File: src/hdl/relay_regs.svh
`ifndef RELAY_REGS_SVH
`define RELAY_REGS_SVH
// time base derived from the 20 MHz clock
`define CLK_HZ          20000000
`define TICK_10MS_US    10000
`define TICK_10MS_CYC   (`CLK_HZ / 1000000 * `TICK_10MS_US)
`define TICKS_PER_SEC   7'd100
// setting ranges
`define PULSE_W_MAX     7'd99
`define DELAY_S_MAX     7'd99
`define SCALE_MAX       20'd999999
`define SETPOINT_MAX    14'd9999
// reset value of the pending pulse count held by each channel
`define PEND_RST        20'h00000
`endif

File: src/hdl/relay_pkg.sv
package relay_pkg;
  typedef enum logic [2:0] {
    total_pulse_repeat_fn = 3'h0,
    low_rate_alarm_fn     = 3'h1,
    high_rate_alarm_fn    = 3'h2,
    window_rate_alarm_fn  = 3'h3,
    low_speed_alarm_fn    = 3'h4,
    high_speed_alarm_fn   = 3'h5,
    window_speed_alarm_fn = 3'h6,
    cal_weight_fn         = 3'h7
  } relay_fn_t;
endpackage

File: src/hdl/relay_cfg_if.sv
`timescale 1ns/1ns
// per-relay settings and shared measurements passed to one channel
interface relay_cfg_if;
  relay_pkg::relay_fn_t fn;
  logic                 enable;
  logic                 nc_logic;
  logic [6:0]           pulse_w;
  logic [19:0]          scale;
  logic [13:0]          low_sp;
  logic [13:0]          high_sp;
  logic [6:0]           delay_s;
  logic [13:0]          rate;
  logic [13:0]          speed;
  logic                 total_inc;
  logic                 cal_lower;
  logic                 tick_10ms;
  logic                 tick_1s;
  modport top (output fn, enable, nc_logic, pulse_w, scale, low_sp, high_sp, delay_s,
               rate, speed, total_inc, cal_lower, tick_10ms, tick_1s);
  modport chan (input fn, enable, nc_logic, pulse_w, scale, low_sp, high_sp, delay_s,
                rate, speed, total_inc, cal_lower, tick_10ms, tick_1s);
endinterface

File: src/hdl/relay_channel.sv
`timescale 1ns/1ns
`include "relay_regs.svh"
module relay_channel (
  input  wire logic   clk_i,
  input  wire logic   rst_n_i,
  input  wire logic   ce_i,
  relay_cfg_if.chan   cfg,
  output logic        contact_o,
  output logic        active_o
);
  logic [19:0] scale_cnt;
  logic [19:0] pend;
  logic [6:0]  width_cnt;
  logic        pulsing;
  logic [6:0]  delay_cnt;
  logic        alarm_on;
  logic        low_cond;
  logic        high_cond;
  logic        cond;
  logic [13:0] mon;
  logic        is_alarm;
  logic        fn_true;
  logic        scale_hit;

  // speed alarms watch speed, the rest watch rate
  assign mon = (cfg.fn inside {relay_pkg::low_speed_alarm_fn, relay_pkg::high_speed_alarm_fn,
                relay_pkg::window_speed_alarm_fn}) ? cfg.speed : cfg.rate;
  assign low_cond  = mon < cfg.low_sp;
  assign high_cond = mon > cfg.high_sp;
  always_comb
  begin
    unique case (cfg.fn)
      relay_pkg::low_rate_alarm_fn, relay_pkg::low_speed_alarm_fn:       cond = low_cond;
      relay_pkg::high_rate_alarm_fn, relay_pkg::high_speed_alarm_fn:     cond = high_cond;
      relay_pkg::window_rate_alarm_fn, relay_pkg::window_speed_alarm_fn:
        cond = low_cond | high_cond;
      relay_pkg::total_pulse_repeat_fn, relay_pkg::cal_weight_fn:        cond = 1'b0;
    endcase
  end
  assign is_alarm = cfg.enable && cond;

  always_ff @(posedge clk_i or negedge rst_n_i)
  begin
    if (!rst_n_i)
    begin
      delay_cnt <= 7'h00;
      alarm_on  <= 1'b0;
    end
    else if (ce_i)
    begin
      if (!is_alarm)
      begin
        delay_cnt <= 7'h00;
        alarm_on  <= 1'b0;
      end
      else if (delay_cnt >= cfg.delay_s)
        alarm_on <= 1'b1;
      else if (cfg.tick_1s)
        delay_cnt <= delay_cnt + 7'h01;
    end
  end

  assign scale_hit = cfg.total_inc && (scale_cnt + 20'h00001 >= cfg.scale);
  always_ff @(posedge clk_i or negedge rst_n_i)
  begin
    if (!rst_n_i)
      scale_cnt <= 20'h00000;
    else if (ce_i && cfg.fn == relay_pkg::total_pulse_repeat_fn && cfg.enable && cfg.total_inc)
      scale_cnt <= scale_hit ? 20'h00000 : scale_cnt + 20'h00001;
  end

  always_ff @(posedge clk_i or negedge rst_n_i)
  begin
    if (!rst_n_i)
    begin
      pend      <= `PEND_RST;
      pulsing   <= 1'b0;
      width_cnt <= 7'h00;
    end
    else if (ce_i)
    begin
      if (!pulsing && pend != 20'h00000)
      begin
        pulsing   <= 1'b1;
        width_cnt <= 7'h00;
        pend      <= pend - 20'h00001 +
                     {19'h0, scale_hit && cfg.fn == relay_pkg::total_pulse_repeat_fn
                      && cfg.enable};
      end
      else
      begin
        if (scale_hit && cfg.fn == relay_pkg::total_pulse_repeat_fn && cfg.enable)
          pend <= pend + 20'h00001;
        if (pulsing && cfg.tick_10ms)
        begin
          if (width_cnt + 7'h01 >= cfg.pulse_w)
            pulsing <= 1'b0;
          else
            width_cnt <= width_cnt + 7'h01;
        end
      end
    end
  end

  always_comb
  begin
    unique case (cfg.fn)
      relay_pkg::total_pulse_repeat_fn: fn_true = pulsing;
      relay_pkg::cal_weight_fn:         fn_true = cfg.cal_lower;
      default:                          fn_true = alarm_on;
    endcase
  end

  always_ff @(posedge clk_i or negedge rst_n_i)
  begin
    if (!rst_n_i)
    begin
      contact_o <= 1'b0;
      active_o  <= 1'b0;
    end
    else if (ce_i && cfg.enable)
    begin
      active_o  <= fn_true;
      contact_o <= fn_true ^ cfg.nc_logic;
    end
  end

  delay_hold_a: assert property (@(posedge clk_i) disable iff (!rst_n_i)
    $rose(alarm_on) |-> $past(is_alarm)) else $error("alarm rose without condition");
  clear_drop_a: assert property (@(posedge clk_i) disable iff (!rst_n_i)
    (ce_i && !is_alarm) |=> !alarm_on && delay_cnt == 7'h00) else $error("alarm held");
  freeze_out_a: assert property (@(posedge clk_i) disable iff (!rst_n_i)
    !cfg.enable |=> $stable(contact_o)) else $error("contact moved while disabled");
  polarity_rel_a: assert property (@(posedge clk_i) disable iff (!rst_n_i)
    contact_o == (active_o ^ $past(cfg.nc_logic)) || !$past(cfg.enable) || !$past(ce_i))
    else $error("polarity wrong");
  alarm_en_a: assert property (@(posedge clk_i) disable iff (!rst_n_i)
    alarm_on |-> $past(cfg.enable) || !$past(ce_i)) else $error("alarm while disabled");
  low_cause_a: assert property (@(posedge clk_i) disable iff (!rst_n_i)
    (ce_i && cfg.enable && cfg.fn == relay_pkg::low_rate_alarm_fn && cfg.rate < cfg.low_sp
     && cfg.delay_s == 7'h00) |=> alarm_on) else $error("low alarm missed");
  high_cause_a: assert property (@(posedge clk_i) disable iff (!rst_n_i)
    (ce_i && cfg.fn == relay_pkg::high_rate_alarm_fn && cfg.rate <= cfg.high_sp)
    |=> !alarm_on) else $error("high alarm false");
  pulse_start_a: assert property (@(posedge clk_i) disable iff (!rst_n_i)
    (ce_i && !pulsing && pend != 20'h00000) |=> pulsing) else $error("pulse lost");
endmodule

File: src/hdl/relay_outputs.sv
`timescale 1ns/1ns
`include "relay_regs.svh"
// Behaviour
// - Each relay selects pulse repeater, rate/speed alarms, or calibration weight drive.
// - Two relays with independent, identical setting sets.
// - Disabled relay holds its contact in its last state.
// - Normally-open closes when true; normally-closed opens when true.
// - Pulse width programmable 0.01 to 0.99 seconds in hundredths.
// - Pulse width limits achievable pulse rate.
// - One pulse per N total counts, N from 1 to 999999.
// - Low setpoint 0 to 9999 compared with rate or speed.
// - High setpoint 0 to 9999 compared with rate or speed.
// - Alarm acts only when selected and relay enabled.
// - Contact actuates after 0 to 99 second delay.
// - Low alarm while value below low setpoint, persisting for delay.
// - High alarm while value above high setpoint, persisting for delay.
// - Window alarms use both setpoints; single alarms use one.
// - Calibration function drives weight lower and raise; the contact here follows cal_lower only, with no raise drive.
module relay_outputs (
  input  wire logic                 clk_i,
  input  wire logic                 rst_n_i,
  input  wire logic                 ce_i,
  input  wire relay_pkg::relay_fn_t fn_i [2],
  input  wire logic [1:0]           enable_i,
  input  wire logic [1:0]           nc_logic_i,
  input  wire logic [6:0]           pulse_w_i [2],
  input  wire logic [19:0]          scale_i [2],
  input  wire logic [13:0]          low_sp_i [2],
  input  wire logic [13:0]          high_sp_i [2],
  input  wire logic [6:0]           delay_s_i [2],
  input  wire logic [13:0]          rate_i,
  input  wire logic [13:0]          speed_i,
  input  wire logic                 total_inc_i,
  input  wire logic                 cal_lower_i,
  output logic [1:0]                contact_o,
  output logic [1:0]                active_o
);
  // wide enough for the full 10 ms count at 20 MHz; a narrower counter would wrap early
  logic [17:0] div_cnt;
  logic [6:0]  hund_cnt;
  logic        tick_10ms;
  logic        tick_1s;

  // shared 10 ms and 1 s time base, counts cycles not wall time
  always_ff @(posedge clk_i or negedge rst_n_i)
  begin
    if (!rst_n_i)
    begin
      div_cnt  <= 18'h00000;
      hund_cnt <= 7'h00;
    end
    else if (ce_i)
    begin
      if (tick_10ms)
      begin
        div_cnt  <= 18'h00000;
        hund_cnt <= tick_1s ? 7'h00 : hund_cnt + 7'h01;
      end
      else
        div_cnt <= div_cnt + 18'h00001;
    end
  end
  assign tick_10ms = div_cnt == 18'(`TICK_10MS_CYC - 1);
  assign tick_1s   = tick_10ms && (hund_cnt == `TICKS_PER_SEC - 7'h01);

  generate
    for (genvar g = 0; g < 2; g++)
    begin : gen_relay
      relay_cfg_if cfg ();
      // low setpoint clipped; high setpoint clipped
      assign cfg.fn        = fn_i[g];
      assign cfg.enable    = enable_i[g];
      assign cfg.nc_logic  = nc_logic_i[g];
      assign cfg.pulse_w   = (pulse_w_i[g] > `PULSE_W_MAX) ? `PULSE_W_MAX : pulse_w_i[g];
      assign cfg.scale     = (scale_i[g] > `SCALE_MAX) ? `SCALE_MAX : scale_i[g];
      assign cfg.low_sp    = (low_sp_i[g] > `SETPOINT_MAX) ? `SETPOINT_MAX : low_sp_i[g];
      assign cfg.high_sp   = (high_sp_i[g] > `SETPOINT_MAX) ? `SETPOINT_MAX : high_sp_i[g];
      assign cfg.delay_s   = (delay_s_i[g] > `DELAY_S_MAX) ? `DELAY_S_MAX : delay_s_i[g];
      assign cfg.rate      = rate_i;
      assign cfg.speed     = speed_i;
      assign cfg.total_inc = total_inc_i;
      assign cfg.cal_lower = cal_lower_i;
      assign cfg.tick_10ms = tick_10ms;
      assign cfg.tick_1s   = tick_1s;
      relay_channel u_chan (
        .clk_i     (clk_i),
        .rst_n_i   (rst_n_i),
        .ce_i      (ce_i),
        .cfg       (cfg),
        .contact_o (contact_o[g]),
        .active_o  (active_o[g])
      );
    end
  endgenerate

  tick_space_a: assert property (@(posedge clk_i) disable iff (!rst_n_i)
    tick_10ms |=> !tick_10ms) else $error("tick too close");
endmodule

File: config.mk
export PLATFORM = sky130hd
export DESIGN_NAME = relay_outputs
export DESIGN_NICKNAME = d
export VERILOG_FILES = /design/src/hdl/relay_pkg.sv /design/src/hdl/relay_cfg_if.sv /design/src/hdl/relay_channel.sv /design/src/hdl/relay_outputs.sv
export VERILOG_INCLUDE_DIRS = /design/src /design/src/hdl
export SDC_FILE = /design/constraint.sdc
export NUM_CORES = 1
export LEC_CHECK = 0
export BUFFER_PORTS_ARGS = -buffer_cell sky130_fd_sc_hd__buf_4
export CORE_AREA = 3 3 179 181
export CTS_CLUSTER_SIZE = 40
export DETAILED_ROUTE_END_ITERATION = 7
export DIE_AREA = 0 0 182 184
export HOLD_SLACK_MARGIN = 0.03
export PLACE_DENSITY = 0.56
export SLEW_MARGIN = 10
export SYNTH_ARGS = -nofsm -noshare
export SYNTH_HDL_FRONTEND = slang
export SYNTH_SLANG_ARGS = --single-unit
File: constraint.sdc
create_clock -name clk_i -period 5 [get_ports clk_i]
set_clock_uncertainty 0.2 [all_clocks]
set_input_delay 1.25 -clock clk_i [delete_from_list [all_inputs] [get_ports clk_i]]
set_output_delay 1.25 -clock clk_i [all_outputs]
set_load 0.01 [all_outputs]
==> metrics.txt <==
Initial Utilization 0.3977; FILL cells 3,010; Slew @ Worst Pin 0.8031 ns; residual DRC count 0; max frequency 216.0 MHz; Core Box Area 30,590 um^2; run status completed; grt total ovfl 0; fraction of registers with async set/reset 1.000; Synth area leaders dfrtp_1, ha_1, nand2_1; Final Instance Area 14,650 um^2; initial DRC count 584; aggregate global-route resource usage 0.1896; Slew headroom 0.4646; Row Count 64; syn nets 1,763; library cells used by synthesis 90; total power draw 0.003562 W; Syn Inst Count 1,458; yosys warns 0; CTS Buf Count 17; largest net degree at the start of global routing 82; sequential share of the synthesized area 0.2900; Vias 11,134; io pins 171; number of max-cap violations 0; antenna violations before repair 0; total wire length 32,320 um; final period utilization 0.9257; postcts setup bufs 0; first-pass GRT wire length 53,020 um; Worst Path Arrival 4.79 ns; htree depth 4; Routed Antenna Nets 0; DP Worst Slack -0.1091 ns; synth-to-layout area growth 20.40%; RSZ-0062 raised after global routing no; max incr delay on CP 0.53 ns; HPWL Detailed 24,680 um; Yosys top cell by area dfrtp_1; Max VDD drop 0.2471 mV; drt wl/cell 15.77 um; Primary FF master, synth dfrtp_1; CTS Sinks 141; commonest cells after routing, fill and taps aside buf_4, nand2_1, dfrtp_1; area occupied by multi-input gates 8290 um^2; CP max FO 6; Total Nets Final 1,946; reg2reg path depth 21; drt pass-1 iters 5; Cell Pwr Density 243.2 nW/um^2; minimum clock period 4.629 ns; post-synth top area share 0.2900; final slew viol count 0; Setup WS post-layout 0.3714 ns; Max Root-Sink Buffers 2; Crit path required time 5.16 ns; Reg clk slew, reported paths 0.07 ns; post-DR vias/cell 5.431; CTS tree built; vias in the first global route 10,884; #FFs+latches synth 141; # setup viols final 0; critical path startpoint category flop; hold path depth 1; min-delay worst type flop to flop; Reg area 3528 um^2; Skew-Pair Late Insertion Delay 0.43 ns; die area 33,490 um^2; Post-synth EDFFs 0; syn_area_per_cell 8.345 um^2; Placed Area 14,060 um^2; final count of hold timing violations 0; GPL Wtd Cong 0.8633; Setup CP Type flop to flop; worst path cell trace nand3_1, or4_1, nor2_2, nand3_2, nor2_4, nand2_1, xnor2_1, ha_1, a21o_1, a21o_1, a21oi_1, o221a_2, o21a_1, nor2_1, inv_1, ha_1, nand3_1, nor4_1, a21oi_1, nor3_1, xor2_1; mapped cell area 12,170 um^2; ANT cells 0; port buffer count 170; Static Leak 7.053 nW; share of cells above drive strength 1 0.1983; most common cell after layout, fill and taps aside buf_4; CTS Root Cell clkbuf_16; Die Width 182 um; Die Height 184 um; Crit-path slowest cell or4_1; Critical Path End Type flop
[report_power, final]
part | switching [W] | internal (W)
registers | 0.000188 | 0.00126
clock network | 0.000529 | 0.000668
logic | 0.000468 | 0.000451
total | 0.00118 | 0.00238
[layout make-up]
| cell class | instances | share of cell area |
|---|---|---|
| Multi-Input combinational cell | 1222 | 0.5659 |
| Sequential cell | 141 | 0.2409 |
| Timing Repair Buffer | 210 | 0.1096 |
| Tap cell | 396 | 0.03382 |
| Clock buffer | 22 | 0.03169 |
| Inverter | 49 | 0.01256 |
| Clock inverter | 10 | 0.005552 |
[per-layer routing]
metal  wire [um]  global-route usage
met1       15080              0.2473
met4         299             0.04022
met2       15690              0.3351
met5           0                   0
met3        1252             0.02731
[synth_stat cells, types with 13 or more instances]
cell,instances
ha_1,138
nor2_1,131
o31ai_1,17
nor4_1,13
mux2_2,30
nand2b_1,19
nand2_1,199
o21ai_0,96
and3_1,26
clkbuf_1,35
xor2_1,48
a21o_1,42
nand4_1,35
nand3_1,93
dfrtp_1,141
nor3_1,36
xnor2_1,47
inv_1,49
a21oi_1,52
[critical path: cells and delay by family (launching register included)]
kind                     cells  cell delay [ns]
AO/OA/AOI/OAI                6             1.04
XOR/XNOR                     2             0.31
adder cells (fa/ha/maj)      2             0.51
buffers and inverters        1             0.11
flip-flops                   1             0.43
AND/OR/NAND/NOR             10             1.94
[through the flow]
| stage | cells | setup TNS (ns) | hold slack [ns] | utilization |
|---|---|---|---|---|
| detailed placement | 2018 | -0.1807 | 0.2840 | 0.4596 |
| global route | 2050 | 0 | 0.3235 | 0.4789 |
| finish | 2050 | 0 | 0.2904 | 0.4789 |
| floorplan | 1458 | 0 | 0.2509 | - |
| CTS | 2050 | 0 | 0.2942 | 0.4774 |
| global placement | 2018 | -0.08470 | 0.2777 | 0.4596 |
[flip-flops by register name (all words and copies together), names as in the netlist]
name,count
gen_relay.u_chan.active_o,2
gen_relay.u_chan.pulsing,2
hund_cnt,7
gen_relay.u_chan.scale_cnt,40
div_cnt,18
gen_relay.u_chan.width_cnt,14
gen_relay.u_chan.pend,40
gen_relay.u_chan.contact_o,2
gen_relay.u_chan.delay_cnt,14
gen_relay.u_chan.alarm_on,2
[worst paths after layout]
| path | startpoint | endpoint | slack [ns] |
|---|---|---|---|
| min reg2reg | hund_cnt[6] | hund_cnt[6] | 0.29 |
| max in group asynchronous | rst_n_i | gen_relay[1].u_chan.width_cnt[6] | 3.10 |
| min | hund_cnt[6] | hund_cnt[6] | 0.29 |
| max | gen_relay[0].u_chan.scale_cnt[2] | gen_relay[0].u_chan.pend[7] | 0.37 |
| max reg2reg | gen_relay[0].u_chan.scale_cnt[2] | gen_relay[0].u_chan.pend[7] | 0.37 |
| min in group asynchronous | rst_n_i | gen_relay[0].u_chan.scale_cnt[7] | 0.65 |
[timing repair]
| action | in CTS | in global routing |
|---|---|---|
| resized for setup | 0 | 11 |
| setup endpoints to repair | 0 | 16 |
| hold buffers | 0 | 0 |
[logic make-up after synthesis]
kind of cell | share of synthesized area
adders and majority gates | 0.1419
buffers and inverters | 0.03270
AOI/OAI and AO/OA | 0.1736
xor gates and xnor gates | 0.06839
and+or+nand+nor | 0.2615
DFF | 0.2900
muxes | 0.03188
No activity file was read; power rests on OpenSTA's default activity.
